$ cat src/logic/acg_regs.svh
// register map, field positions and reset values of the audio serial clock generator
//
// Contract
// - functional logic on the peripheral clock; auxiliary clock only feeds the dividers
// - an external clock on the high-clock pin may replace the auxiliary clock
// - internal mode: auxiliary clock through two cascaded dividers, high clock then bit clock
// - direction word 0x1C000000: transmit frame sync, high and bit clock pins driven
// - high-clock control bit 15 set: auxiliary clock divided by bits 0-11
// - bit-clock control bit 5 set: high clock divided by bits 0-4
// - a pin set as input is never driven, even while clocks run internally
// - direction word zero: transmit frame sync and bit clock taken from pins
// - bit clock from its pin: bit-clock divider has no effect
// - direction word 0x14000000: transmit high clock input, frame sync and bit clock driven
// - high-clock control bit 15 clear: high-clock pin divided by bits 0-11
// - with external high clock the port makes bit clock and frame sync itself
// - transmit and receive each own bit, high clock and failure-check settings
// - a power-down control decides behaviour while emulation halts
// - port can be clock master while its clock pins stay undriven
`ifndef ACG_REGS_SVH
`define ACG_REGS_SVH

`define ACG_ADDR_PDIR      8'h00
`define ACG_ADDR_TX_HC     8'h04
`define ACG_ADDR_TX_BC     8'h08
`define ACG_ADDR_TX_CK     8'h0c
`define ACG_ADDR_RX_HC     8'h10
`define ACG_ADDR_RX_BC     8'h14
`define ACG_ADDR_RX_CK     8'h18
`define ACG_ADDR_EMU       8'h1c
`define ACG_ADDR_STATUS    8'h20
`define ACG_ADDR_MASK      8'h24
`define ACG_ADDR_STATE     8'h28
`define ACG_SEC_STRIDE     8'h0c

`define ACG_PDIR_MASK      32'hfc00_0000
`define ACG_HC_MASK        32'h0000_8fff
`define ACG_BC_MASK        32'h0000_003f
`define ACG_CK_MASK        32'h0000_01ff
`define ACG_EMU_MASK       32'h0000_0001
`define ACG_IRQ_MASK       32'h0000_0003
`define ACG_RST_ZERO       32'h0000_0000

`define ACG_PDIR_BC_BIT    26
`define ACG_PDIR_HC_BIT    27
`define ACG_PDIR_FS_BIT    28
`define ACG_PDIR_STRIDE    3
`define ACG_PDIR_MASTER    32'h1c00_0000
`define ACG_PDIR_EXT_HC    32'h1400_0000
`define ACG_PDIR_ALL_IN    32'h0000_0000

`define ACG_HC_INT_BIT     15
`define ACG_HC_DIV_W       12
`define ACG_BC_INT_BIT     5
`define ACG_BC_DIV_W       5
`define ACG_CK_EN_BIT      8
`define ACG_CK_LIM_W       8
`define ACG_EMU_FREE_BIT   0

`define ACG_RESP_OKAY      2'h0
`define ACG_RESP_SLVERR    2'h2

`endif

$ cat src/logic/acg_pkg.sv
// types shared by the audio serial clock generator
package acg_pkg;
	typedef logic [1:0]  acg_resp_t;
	typedef logic [31:0] acg_word_t;
endpackage

$ cat src/logic/acg_divider.sv
// one programmable clock divider stage, divides source edges by divisor plus one
`timescale 1ns/100ps
module acg_divider #(
	parameter int W = 12
) (
	input  wire logic         clock,
	input  wire logic         rstn,
	input  wire logic         run,
	input  wire logic         src_tick,
	input  wire logic         src_level,
	input  wire logic [W-1:0] divisor,
	output logic              out_tick,
	output logic              out_level
);
	logic [W-1:0] count;
	wire          wrap = (count >= divisor);
	wire          pass = (divisor == '0);

	if (W < 1) begin : g_bad_width
		$error("acg_divider width must be at least one");
	end

	// wrap on >= so a divisor lowered mid-count cannot strand the counter
	always_ff @(posedge clock or negedge rstn) begin
		if (!rstn) begin
			count     <= '0;
			out_tick  <= 1'b0;
			out_level <= 1'b0;
		end else begin
			out_tick <= run && src_tick && wrap;
			if (run && src_tick) begin
				count <= wrap ? '0 : count + 1'b1;
			end
			// a halt must freeze the pass-through level as well as the counter
			if (run) begin
				out_level <= pass ? src_level : (count <= (divisor >> 1));
			end
		end
	end
endmodule

$ cat src/logic/acg_clock_gen.sv
// audio serial clock generator: dividers, pin directions, failure check, axi4-lite registers
//
// Register access over AXI4-Lite and the address map are this design's own decisions.
`timescale 1ns/100ps
`include "acg_regs.svh"
module acg_clock_gen #(
	parameter int ADDR_W     = 8,
	parameter int FRAME_BITS = 32
) (
	input  wire logic              clock,
	input  wire logic              rstn,
	input  wire logic              aux_clock_in,
	input  wire logic              emu_halt,
	input  wire logic              tx_frame_sync_pin_in,
	output logic                   tx_frame_sync_pin_out,
	output logic                   tx_frame_sync_pin_oe,
	input  wire logic              tx_high_clock_pin_in,
	output logic                   tx_high_clock_pin_out,
	output logic                   tx_high_clock_pin_oe,
	input  wire logic              tx_bit_clock_pin_in,
	output logic                   tx_bit_clock_pin_out,
	output logic                   tx_bit_clock_pin_oe,
	input  wire logic              rx_frame_sync_pin_in,
	output logic                   rx_frame_sync_pin_out,
	output logic                   rx_frame_sync_pin_oe,
	input  wire logic              rx_high_clock_pin_in,
	output logic                   rx_high_clock_pin_out,
	output logic                   rx_high_clock_pin_oe,
	input  wire logic              rx_bit_clock_pin_in,
	output logic                   rx_bit_clock_pin_out,
	output logic                   rx_bit_clock_pin_oe,
	output logic                   tx_serial_clock,
	output logic                   tx_frame_sync,
	output logic                   rx_serial_clock,
	output logic                   rx_frame_sync,
	output logic                   irq,
	input  wire logic [ADDR_W-1:0] s_axi_awaddr,
	input  wire logic              s_axi_awvalid,
	output logic                   s_axi_awready,
	input  wire logic [31:0]       s_axi_wdata,
	input  wire logic [3:0]        s_axi_wstrb,
	input  wire logic              s_axi_wvalid,
	output logic                   s_axi_wready,
	output acg_pkg::acg_resp_t     s_axi_bresp,
	output logic                   s_axi_bvalid,
	input  wire logic              s_axi_bready,
	input  wire logic [ADDR_W-1:0] s_axi_araddr,
	input  wire logic              s_axi_arvalid,
	output logic                   s_axi_arready,
	output acg_pkg::acg_word_t     s_axi_rdata,
	output acg_pkg::acg_resp_t     s_axi_rresp,
	output logic                   s_axi_rvalid,
	input  wire logic              s_axi_rready
);
	import acg_pkg::*;

	if (ADDR_W < 6 || ADDR_W > 8 || FRAME_BITS < 2 || FRAME_BITS > 256) begin : g_bad_param
		$error("acg_clock_gen parameters out of range");
	end

	// registers
	acg_word_t   pdir;
	acg_word_t   hc_ctl [2];
	acg_word_t   bc_ctl [2];
	acg_word_t   ck_ctl [2];
	acg_word_t   emu_ctl;
	acg_word_t   status;
	acg_word_t   mask;

	// bus holding state
	logic [ADDR_W-1:0] aw_addr;
	acg_word_t         w_data;
	logic [3:0]        w_strb;

	// synchronisers: aux clock and the six pins are foreign to the peripheral clock
	logic [6:0]  sync1;
	logic [6:0]  sync2;
	logic [6:0]  sync3;
	wire  [6:0]  raw_in = {rx_frame_sync_pin_in, rx_high_clock_pin_in, rx_bit_clock_pin_in,
	                       tx_frame_sync_pin_in, tx_high_clock_pin_in, tx_bit_clock_pin_in,
	                       aux_clock_in};
	wire  [6:0]  rise   = sync2 & ~sync3;

	always_ff @(posedge clock or negedge rstn) begin
		if (!rstn) begin
			sync1 <= '0;
			sync2 <= '0;
			sync3 <= '0;
		end else begin
			sync1 <= raw_in;
			sync2 <= sync1;
			sync3 <= sync2;
		end
	end

	// halt freezes the divider clocks unless the free-run bit is set; an external bit clock still passes
	wire         run = !(emu_halt && !emu_ctl[`ACG_EMU_FREE_BIT]);

	// per-section clock path
	logic [1:0]  hc_tick;
	logic [1:0]  hc_level;
	logic [1:0]  bc_tick_int;
	logic [1:0]  bc_level_int;
	logic [1:0]  bit_rise;
	logic [1:0]  bit_level;
	logic [1:0]  fs_int;
	logic [1:0]  fs_level;
	logic [1:0]  clk_fail;
	logic [1:0]  ser_clk;
	logic [1:0]  ser_fs;
	logic [1:0]  fs_out;
	logic [1:0]  hc_out;
	logic [1:0]  bc_out;
	logic [1:0]  fs_oe;
	logic [1:0]  hc_oe;
	logic [1:0]  bc_oe;

	for (genvar s = 0; s < 2; s++) begin : g_sec
		localparam int PB = 1 + 3 * s;
		logic [7:0]             fcnt;
		logic [`ACG_CK_LIM_W:0] gap;
		wire  hc_int  = hc_ctl[s][`ACG_HC_INT_BIT];
		wire  bc_int  = bc_ctl[s][`ACG_BC_INT_BIT];
		wire  hc_src  = hc_int ? rise[0] : rise[PB + 1];
		wire  hc_srcl = hc_int ? sync2[0] : sync2[PB + 1];
		wire  ck_en   = ck_ctl[s][`ACG_CK_EN_BIT];
		wire  [`ACG_CK_LIM_W:0] limit = {1'b0, ck_ctl[s][`ACG_CK_LIM_W-1:0]};

		acg_divider #(.W(`ACG_HC_DIV_W)) u_high (
			.clock     (clock),
			.rstn      (rstn),
			.run       (run),
			.src_tick  (hc_src),
			.src_level (hc_srcl),
			.divisor   (hc_ctl[s][`ACG_HC_DIV_W-1:0]),
			.out_tick  (hc_tick[s]),
			.out_level (hc_level[s])
		);

		// second stage always fed by the first: the cascade of internal mode
		acg_divider #(.W(`ACG_BC_DIV_W)) u_bit (
			.clock     (clock),
			.rstn      (rstn),
			.run       (run),
			.src_tick  (hc_tick[s]),
			.src_level (hc_level[s]),
			.divisor   (bc_ctl[s][`ACG_BC_DIV_W-1:0]),
			.out_tick  (bc_tick_int[s]),
			.out_level (bc_level_int[s])
		);

		// external bit clock bypasses the divider entirely
		assign bit_rise[s]  = bc_int ? bc_tick_int[s] : rise[PB];
		assign bit_level[s] = bc_int ? bc_level_int[s] : sync2[PB];
		// frame sync comes from the same party as the bit clock
		assign fs_level[s]  = bc_int ? fs_int[s] : sync2[PB + 2];
		assign clk_fail[s]  = ck_en && !bc_int && run && (gap > limit);

		always_ff @(posedge clock or negedge rstn) begin
			if (!rstn) begin
				fcnt      <= '0;
				fs_int[s] <= 1'b0;
				gap       <= '0;
			end else begin
				if (run && bit_rise[s]) begin
					fcnt      <= (fcnt == 8'(FRAME_BITS - 1)) ? 8'h00 : fcnt + 8'h01;
					fs_int[s] <= (fcnt == 8'(FRAME_BITS - 1));
				end
				gap <= (bit_rise[s] || !ck_en || clk_fail[s]) ? '0 : gap + 1'b1;
			end
		end

		// internal clocks run whatever the pin direction; oe alone gates the pins
		always_ff @(posedge clock or negedge rstn) begin
			if (!rstn) begin
				ser_clk[s] <= 1'b0;
				ser_fs[s]  <= 1'b0;
				fs_out[s]  <= 1'b0;
				hc_out[s]  <= 1'b0;
				bc_out[s]  <= 1'b0;
				fs_oe[s]   <= 1'b0;
				hc_oe[s]   <= 1'b0;
				bc_oe[s]   <= 1'b0;
			end else begin
				ser_clk[s] <= bit_level[s];
				ser_fs[s]  <= fs_level[s];
				fs_out[s]  <= fs_int[s];
				hc_out[s]  <= hc_level[s];
				bc_out[s]  <= bc_level_int[s];
				fs_oe[s]   <= pdir[`ACG_PDIR_FS_BIT + `ACG_PDIR_STRIDE * s];
				hc_oe[s]   <= pdir[`ACG_PDIR_HC_BIT + `ACG_PDIR_STRIDE * s];
				bc_oe[s]   <= pdir[`ACG_PDIR_BC_BIT + `ACG_PDIR_STRIDE * s];
			end
		end
	end

	assign tx_frame_sync_pin_out = fs_out[0];
	assign tx_frame_sync_pin_oe  = fs_oe[0];
	assign tx_high_clock_pin_out = hc_out[0];
	assign tx_high_clock_pin_oe  = hc_oe[0];
	assign tx_bit_clock_pin_out  = bc_out[0];
	assign tx_bit_clock_pin_oe   = bc_oe[0];
	assign rx_frame_sync_pin_out = fs_out[1];
	assign rx_frame_sync_pin_oe  = fs_oe[1];
	assign rx_high_clock_pin_out = hc_out[1];
	assign rx_high_clock_pin_oe  = hc_oe[1];
	assign rx_bit_clock_pin_out  = bc_out[1];
	assign rx_bit_clock_pin_oe   = bc_oe[1];
	assign tx_serial_clock       = ser_clk[0];
	assign tx_frame_sync         = ser_fs[0];
	assign rx_serial_clock       = ser_clk[1];
	assign rx_frame_sync         = ser_fs[1];

	// write path: address and data may arrive in either order
	wire         wr_fire = !s_axi_awready && !s_axi_wready && !s_axi_bvalid;
	wire  [7:0]  wa      = 8'(aw_addr);
	wire  [31:0] wmask   = {{8{w_strb[3]}}, {8{w_strb[2]}}, {8{w_strb[1]}}, {8{w_strb[0]}}};
	wire         sel_pdir   = wr_fire && wa == `ACG_ADDR_PDIR;
	wire         sel_emu    = wr_fire && wa == `ACG_ADDR_EMU;
	wire         sel_status = wr_fire && wa == `ACG_ADDR_STATUS;
	wire         sel_mask   = wr_fire && wa == `ACG_ADDR_MASK;
	wire  [1:0]  sel_hc = {wr_fire && wa == `ACG_ADDR_RX_HC, wr_fire && wa == `ACG_ADDR_TX_HC};
	wire  [1:0]  sel_bc = {wr_fire && wa == `ACG_ADDR_RX_BC, wr_fire && wa == `ACG_ADDR_TX_BC};
	wire  [1:0]  sel_ck = {wr_fire && wa == `ACG_ADDR_RX_CK, wr_fire && wa == `ACG_ADDR_TX_CK};
	wire         wr_hit = sel_pdir || sel_emu || sel_status || sel_mask
	                      || (|sel_hc) || (|sel_bc) || (|sel_ck);
	wire  [31:0] w1c    = sel_status ? (w_data & wmask) : `ACG_RST_ZERO;
	wire  [31:0] events = {30'h0, clk_fail};

	function automatic acg_word_t merge(acg_word_t old, acg_word_t m, acg_word_t d, acg_word_t k);
		merge = ((old & ~m) | (d & m)) & k;
	endfunction

	always_ff @(posedge clock or negedge rstn) begin
		if (!rstn) begin
			s_axi_awready <= 1'b1;
			s_axi_wready  <= 1'b1;
			s_axi_bvalid  <= 1'b0;
			s_axi_bresp   <= `ACG_RESP_OKAY;
			aw_addr       <= '0;
			w_data        <= `ACG_RST_ZERO;
			w_strb        <= 4'h0;
		end else begin
			if (s_axi_awvalid && s_axi_awready) begin
				aw_addr       <= s_axi_awaddr;
				s_axi_awready <= 1'b0;
			end
			if (s_axi_wvalid && s_axi_wready) begin
				w_data       <= s_axi_wdata;
				w_strb       <= s_axi_wstrb;
				s_axi_wready <= 1'b0;
			end
			if (wr_fire) begin
				s_axi_bvalid <= 1'b1;
				s_axi_bresp  <= wr_hit ? `ACG_RESP_OKAY : `ACG_RESP_SLVERR;
			end
			if (s_axi_bvalid && s_axi_bready) begin
				s_axi_bvalid  <= 1'b0;
				s_axi_awready <= 1'b1;
				s_axi_wready  <= 1'b1;
			end
		end
	end

	always_ff @(posedge clock or negedge rstn) begin
		if (!rstn) begin
			pdir    <= `ACG_RST_ZERO;
			emu_ctl <= `ACG_RST_ZERO;
			mask    <= `ACG_RST_ZERO;
			status  <= `ACG_RST_ZERO;
			for (int i = 0; i < 2; i++) begin
				hc_ctl[i] <= `ACG_RST_ZERO;
				bc_ctl[i] <= `ACG_RST_ZERO;
				ck_ctl[i] <= `ACG_RST_ZERO;
			end
		end else begin
			if (sel_pdir) pdir <= merge(pdir, wmask, w_data, `ACG_PDIR_MASK);
			if (sel_emu) emu_ctl <= merge(emu_ctl, wmask, w_data, `ACG_EMU_MASK);
			if (sel_mask) mask <= merge(mask, wmask, w_data, `ACG_IRQ_MASK);
			// a failure in the clearing cycle survives: set is ORed after the clear
			status <= ((status & ~w1c) | events) & `ACG_IRQ_MASK;
			for (int i = 0; i < 2; i++) begin
				if (sel_hc[i]) hc_ctl[i] <= merge(hc_ctl[i], wmask, w_data, `ACG_HC_MASK);
				if (sel_bc[i]) bc_ctl[i] <= merge(bc_ctl[i], wmask, w_data, `ACG_BC_MASK);
				if (sel_ck[i]) ck_ctl[i] <= merge(ck_ctl[i], wmask, w_data, `ACG_CK_MASK);
			end
		end
	end

	always_ff @(posedge clock or negedge rstn) begin
		if (!rstn) irq <= 1'b0;
		else irq <= |(status & mask);
	end

	// read path: one cycle from address to data
	wire  [7:0]  ra       = 8'(s_axi_araddr);
	wire  [31:0] state_rd = {25'h0, !run, fs_level, bit_level, hc_level};
	wire         ra_sec   = (ra >= `ACG_ADDR_RX_HC) && (ra <= `ACG_ADDR_RX_CK);
	wire  [7:0]  ra_off   = ra_sec ? ra - `ACG_SEC_STRIDE : ra;
	wire  [31:0] sec_hc   = ra_sec ? hc_ctl[1] : hc_ctl[0];
	wire  [31:0] sec_bc   = ra_sec ? bc_ctl[1] : bc_ctl[0];
	wire  [31:0] sec_ck   = ra_sec ? ck_ctl[1] : ck_ctl[0];
	wire         rd_sec   = ra <= `ACG_ADDR_RX_CK && ra != `ACG_ADDR_PDIR;
	wire  [31:0] rd_value =
		(ra == `ACG_ADDR_PDIR)             ? pdir    :
		(rd_sec && ra_off == `ACG_ADDR_TX_HC) ? sec_hc :
		(rd_sec && ra_off == `ACG_ADDR_TX_BC) ? sec_bc :
		(rd_sec && ra_off == `ACG_ADDR_TX_CK) ? sec_ck :
		(ra == `ACG_ADDR_EMU)              ? emu_ctl :
		(ra == `ACG_ADDR_STATUS)           ? status  :
		(ra == `ACG_ADDR_MASK)             ? mask    :
		(ra == `ACG_ADDR_STATE)            ? state_rd : `ACG_RST_ZERO;
	wire         rd_hit = (ra <= `ACG_ADDR_STATE) && (ra[1:0] == 2'h0);

	always_ff @(posedge clock or negedge rstn) begin
		if (!rstn) begin
			s_axi_arready <= 1'b1;
			s_axi_rvalid  <= 1'b0;
			s_axi_rdata   <= `ACG_RST_ZERO;
			s_axi_rresp   <= `ACG_RESP_OKAY;
		end else if (s_axi_arvalid && s_axi_arready) begin
			s_axi_arready <= 1'b0;
			s_axi_rvalid  <= 1'b1;
			s_axi_rdata   <= rd_value;
			s_axi_rresp   <= rd_hit ? `ACG_RESP_OKAY : `ACG_RESP_SLVERR;
		end else if (s_axi_rvalid && s_axi_rready) begin
			s_axi_rvalid  <= 1'b0;
			s_axi_arready <= 1'b1;
		end
	end

	chk_input_undriven: assert property (@(posedge clock) disable iff (!rstn)
		!pdir[`ACG_PDIR_HC_BIT] |=> !tx_high_clock_pin_oe)
		else $error("tx high clock driven while set as input");
	chk_master_dirs: assert property (@(posedge clock) disable iff (!rstn)
		pdir == `ACG_PDIR_MASTER |=> tx_frame_sync_pin_oe && tx_high_clock_pin_oe
		&& tx_bit_clock_pin_oe && !rx_frame_sync_pin_oe && !rx_high_clock_pin_oe)
		else $error("master direction word mis-applied");
	chk_ext_high_dirs: assert property (@(posedge clock) disable iff (!rstn)
		pdir == `ACG_PDIR_EXT_HC |=> !tx_high_clock_pin_oe && tx_frame_sync_pin_oe
		&& tx_bit_clock_pin_oe)
		else $error("external high clock direction word mis-applied");
	chk_all_inputs: assert property (@(posedge clock) disable iff (!rstn)
		pdir == `ACG_PDIR_ALL_IN |=> !tx_frame_sync_pin_oe && !tx_bit_clock_pin_oe)
		else $error("transmit pins driven with all-input word");
	chk_bit_pin_follow: assert property (@(posedge clock) disable iff (!rstn)
		!bc_ctl[0][`ACG_BC_INT_BIT] |=> tx_serial_clock == $past(sync2[1]))
		else $error("external bit clock not followed");
	chk_div_one_pass: assert property (@(posedge clock) disable iff (!rstn)
		hc_ctl[0][`ACG_HC_INT_BIT] && hc_ctl[0][`ACG_HC_DIV_W-1:0] == 12'h000
		&& run && rise[0] |=> hc_tick[0])
		else $error("zero divisor does not pass aux clock");
	chk_bit_from_high: assert property (@(posedge clock) disable iff (!rstn)
		bc_tick_int[0] |-> $past(hc_tick[0]))
		else $error("bit divider stepped without high clock edge");
	chk_halt_freeze: assert property (@(posedge clock) disable iff (!rstn)
		!run ##1 !run |-> !hc_tick[0] && !hc_tick[1])
		else $error("clocks advance during halt");
	chk_fail_sticky: assert property (@(posedge clock) disable iff (!rstn)
		clk_fail[0] |=> status[0] ##1 (irq || !$past(mask[0])))
		else $error("clock failure not flagged");
endmodule

$ cat config.mk
export PLATFORM = sky130hd
export DESIGN_NAME = acg_clock_gen
export DESIGN_NICKNAME = d
export VERILOG_FILES = /design/src/logic/acg_pkg.sv /design/src/logic/acg_divider.sv /design/src/logic/acg_clock_gen.sv
export VERILOG_INCLUDE_DIRS = /design/src /design/src/logic
export SDC_FILE = /design/constraint.sdc
export NUM_CORES = 1
export LEC_CHECK = 0
export ABC_AREA = 1
export BUFFER_PORTS_ARGS = -buffer_cell sky130_fd_sc_hd__buf_4
export CAP_MARGIN = 20
export CORE_MARGIN = 2
export CORE_UTILIZATION = 55
export DETAILED_ROUTE_END_ITERATION = 10
export HOLD_SLACK_MARGIN = 0.1
export PLACE_DENSITY = 0.81
export SYNTH_ARGS = -nofsm -noshare
export SYNTH_HDL_FRONTEND = slang
export SYNTH_SLANG_ARGS = --single-unit
$ cat constraint.sdc
create_clock -name clock -period 4.9 [get_ports clock]
set_input_delay 0.245 -clock clock [delete_from_list [all_inputs] [get_ports clock]]
set_output_delay 0.245 -clock clock [all_outputs]
set_load 0.02 [all_outputs]
* Word level (Yosys, flattened, before mapping) *
Cells that the tools add are included.

operators by class
  eq/ne operators = 18
  muxes and demuxes = 47
  add/sub/neg operators = 9
  order comparisons = 13
  bitwise gates (word level) = 26
  reduce and logical (&&, ||, !) cells = 75

operators with widths
  operator                 number
  $and A32 B32 Y32         2
  $eq A8 B5 Y1 const B     7
  $mux W9                  5
  $eq A8 B6 Y1 const B     5
  $logic_and A1 B1 Y1      40
  $and A16 B16 Y16         2
  $eq A8 B4 Y1 const B     4
  $mux W16                 2
  $mux W32                 1
  $not A32 Y32             1
  $or A16 B16 Y16          2
  $or A32 B32 Y32          1
  $reduce_or A32 Y1        1
  $mux W7                  4
  $add A12 B1 Y12 const B  2
  $ge A12 B12 Y1           2
  $le A12 B11 Y1           2
  $logic_not A12 Y1        2
  $mux W1                  24
  $mux W12                 2
  $mux W8                  3
  $add A9 B1 Y9 const B    2
  $and A6 B6 Y6            3
  $and A9 B9 Y9            2
  29 further kinds         67

word-level totals
  output and inout bits = 58
  bits in registers = 267
  input bits = 67

* Longest topological paths before layout *
  depth after elaboration = 11
  gate-level depth with buffers = 15
  depth with buffers taken out = 15

* Cells and area by module *
Synthesis repeated with hierarchy kept, for this count alone.

second synthesis, totals
  cell total of the unflattened synthesis = 1572
  area, all modules = 13002.5 um^2

modules (own cells, without submodules)
  module                             cells an instance  area each (um^2)  times used
  acg_clock_gen                      998                9001.1            1
  acg_divider (g_sec[0].u_high ...)  200                1401.3            2
  acg_divider (g_sec[0].u_bit ...)   87                 599.3             2

* Least setup slack after synthesis *
OpenSTA, ideal clock, no wires.

  path type = reg2reg
  from = reg g_sec[0].u_high.count[5]
  to = reg g_sec[0].u_high.count[6]
  setup slack = 3238 ps
  cell stages (with the launch flop) = 11
  setup time = 88 ps
  arrival = 1574 ps
  period minus slack after synthesis = 1662 ps
  cells stage by stage = dfrtp_1 -> ha_1 -> a21oi_1 -> o21ai_0 -> nand2_1 -> nand2_1 -> a31oi_1 -> nand2_1 -> nand2_1 -> inv_2 -> nor3b_1

on the way
  cells in the longest elaborated chain, start to end = 2
  elaborated cells on any way between the ends = 3
  those cells by class = 1 x add/sub; 1 x order compare; 1 x mux

RTL lines
  what                                                      RTL line                              text
  start: declaration                                        acg_divider.sv:15                     logic [W-1:0] count;
  start signal: assignment                                  acg_divider.sv:32                     count <= wrap ? '0 : count + 1'b1;
  $add A12 B1 Y12 / $ge A12 B12 Y1 (equally long branches)  acg_divider.sv:32, acg_divider.sv:16
  $mux W12 (*)                                              acg_divider.sv:32

Mark *: on every way between the ends. The rest lies on a longest branch, timed or not.
A chain may end at the register's enable or synchronous reset.

* Worst setup path after layout *
  from = reg s_axi_arready
  to = reg s_axi_rdata[0]

on the way
  cells in the longest elaborated chain, start to end = 1

RTL lines
  what                      RTL line              text
  start: declaration        acg_clock_gen.sv:49   output logic s_axi_arready,
  start signal: assignment  acg_clock_gen.sv:317  s_axi_arready <= 1'b1;
  start signal: assignment  acg_clock_gen.sv:322  s_axi_arready <= 1'b0;
  start signal: assignment  acg_clock_gen.sv:328  s_axi_arready <= 1'b1;
  $logic_and A1 B1 Y1       acg_clock_gen.sv:321  end else if (s_axi_arvalid && s_axi_arready) begin
  end signal: assignment    acg_clock_gen.sv:319  s_axi_rdata <= `ACG_RST_ZERO;
  end signal: assignment    acg_clock_gen.sv:324  s_axi_rdata <= rd_value;
  end: declaration          acg_clock_gen.sv:50   output acg_pkg::acg_word_t s_axi_rdata,

Every way passes these cells.

==> out/metrics.cfg <==
[worst_setup_path]
worst-path-buf-inv = 1
cpLargestDelayFamily = simple AND/OR/NAND/NOR gates
crit_required_ns = 5.35
worst-setup-path-type = reg -> reg
end_kind = flop
critical-path-max-stage-delay_ns = 0.55
start_kind = flop
crit_path_top_delay_cell = dfstp_2
critical_path_arrival_ns = 2.78
crit_chain = nand2_1 -> inv_1 -> nand2_1 -> a21oi_1 -> nand2_1 -> nand2_1
cp_max_fo = 24
critPathMostFrequentCell = nand2_1

[timing]
fin_crit_sh_pct = 47.54
setup-tns-final_ns = 0
setup_viol = 0
whs_ns = 0.2015
skew_ns = 0.03441
min_period_ns = 2.329
fmax_mhz = 429.3
slew_headroom_pct = 40.64
slew_viol_final = 0
worst_pin_slew_ns = 0.8883
hold_violations = 0
rsz0062_at_grt = no

[route]
drtIter0Drc = 733
ant_nets = 0
via_per_inst = 5.521
first_pass_iters = 7
drt-total-wl_um = 30330
via_count = 10400
wl_per_cell_um = 16.11
route.detailed.drc = 0

[layout]
final_core_utilization_pct = 66.59
drive_gt1_share_pct = 11.92
fillers = 1689
final_cell_mix = 307 x nand2_1, 234 x dfrtp_1, 182 x inv_1
area_growth_pct = 18.16
fin_nets = 1740
n_antenna_cell = 0
design_area_sq_um = 14620
final_common_cell = nand2_1

[die]
coreArea_sq_um = 21960
initial_core_util_pct = 56.36
rows = 54
dieArea_sq_um = 23720
die_y_um = 154.0
io_pins = 125
die_x_um = 154.0

[global_routing]
grt_pass1_wl_um = 49600
grt_pass1_vias = 10170
antenna_found_initial = 0
gr-total-overflow = 0
grtUsageTotal_pct = 25.74
grt_max_degree = 135

[power]
finalPower_mw = 6.638
powerDensity_nw_per_um2 = 454.0
p_leak_nw = 7.301
vdd_drop_max_v = 0.0003414

[logic_synthesis]
synthArstFlopShare_pct = 100.0
synthTopCellsByArea = dfrtp_1 47%, nand2_1 9.3%, ha_1 9.2%
yosysTopAreaCell = dfrtp_1
synth_cell_types = 56
synth_top_cell_area_share_pct = 47.32
synth_area_sq_um = 12380
synth_seq_area_share_pct = 47.95
avgSynthCellArea_sq_um = 8.624
synth_flop_cell = dfrtp_1
synth_edf_count = 0
ys_warn_count = 0
synth_seq_cells = 237
netlist_instances = 1435

[clocking]
clkLatencyLatePin_ns = 0.55
clkSlewWorstSetupHoldPaths_ns = 0.07
cts_max_path_buffers = 3
cts_setup_buffers = 0
cts_buffers = 27
root_buffer = clkbuf_16
cts_sinks = 237
cts_tree = built
htreeDepth = 1

[place]
routabilityCongestion = 0.9435
dpl_cell_area_sq_um = 13300
io_buffer_count = 95
dp_hpwl_um = 21070

[flow_run]
max-cap-violations = 0

[status]
status = finished clean

[min_path]
min_path_type = in -> reg

## tightest hold or removal path, cell delays in order
cell	delay (ns)
buf_4	0.11
inv_1	0.09
nor2_2	0.13
nand2_1	0.08
nand2_1	0.05
## stage by stage
step	setup slack [ns]	cells
final	2.571	1883
after global routing	2.450	1883
after CTS	2.605	1883
after detailed placement	2.489	1789
after global placement	2.566	1789
after floorplan	3.238	1449
## synthesized netlist by cell type (2+ instances only)
master	instances
a211oi_1	4
a21boi_0	2
a21o_1	4
a21oi_1	77
a31oi_1	4
and3_1	4
buf_2	4
buf_4	17
buf_6	3
clkbuf_1	13
dfrtp_1	234
dfstp_2	3
ha_1	91
inv_1	182
inv_2	9
mux2_2	5
mux2i_1	3
nand2_1	307
nand2_2	9
nand3_1	59
nand3b_1	6
nand4_1	14
nor2_1	112
nor2_2	3
nor2_4	3
nor3_1	25
nor3_2	3
nor3_4	2
nor3b_1	13
nor4_1	9
nor4_4	2
o211ai_1	6
o21a_1	3
o21ai_0	140
o21ai_1	9
o22ai_1	4
o31ai_1	3
or2_2	2
xnor2_1	6
xor2_1	20
## repair_timing
action | in CTS | in global routing
resized for setup | 0 | 0
endpoints found under the hold margin | 143 | 0
endpoints found under the setup margin | 0 | 0
hold buffers | 44 | 0
## layer usage
layer / part of all wire, % / routed length (um) / up-vias / GRT usage (%)
li1: - / - / 4981 / -
met1: 43 / 13060 / 4973 / 34.78
met2: 47 / 14140 / 369 / 41.70
met3: 6.6 / 1998 / 73 / 3.918
met4: 3.7 / 1132 / 0 / 10.95
met5: 0 / 0 / - / 0
## path summary, 6_finish.rpt
kind	start	to	slack, ns	depth (start not counted)
worst max-delay path	s_axi_arready$_DFFE_PN1P_	s_axi_rdata[0]$_DFFE_PN0P_	2.57	6
worst min-delay path	emu_halt	g_sec[1].u_high.out_level$_DFFE_PN0N_	0.20	5
worst max register to register	s_axi_arready$_DFFE_PN1P_	s_axi_rdata[0]$_DFFE_PN0P_	2.57	6
worst min register to register	sync1[1]$_DFF_PN0_	sync2[1]$_DFF_PN0_	0.35	0
max in group asynchronous	rstn	s_axi_rdata[0]$_DFFE_PN0P_	3.44	3
min in group asynchronous	rstn	asynchronous set/reset pin	0.27	2
## where the power goes
group / internal [mW] / total, mW / switching [mW] / leakage, nW
combinational: 0.712 / 1.95 / 1.24 / 3.79
clock: 1.18 / 2.01 / 0.826 / 0.435
sequential: 2.35 / 2.68 / 0.327 / 3.08
## layout make-up
class / instances / area (sq um) / share of cell area (%)
Inverter: 193 / 726.9 / 4.971
Timing Repair Buffer: 141 / 1189 / 8.129
Clock inverter: 15 / 140.1 / 0.9583
Multi-Input combinational cell: 982 / 5537 / 37.86
Sequential cell: 237 / 5934 / 40.58
Tap cell: 280 / 350.3 / 2.396
Clock buffer: 35 / 745.7 / 5.100
## cell families (layout without fill, tap and decap cells)
group	Yosys count	after routing	synth area share, %
AO/OA/AOI/OAI	264	264	11.57
XOR/XNOR	26	26	1.840
AND/OR/NAND/NOR	578	578	20.98
adder cells (fa/ha/maj)	91	91	9.200
other	1	15	0.03030
flip-flops	237	237	47.95
multiplexers	8	8	0.6976
buffers and inverters	230	384	7.734
(Power assumes the default switching activity.)
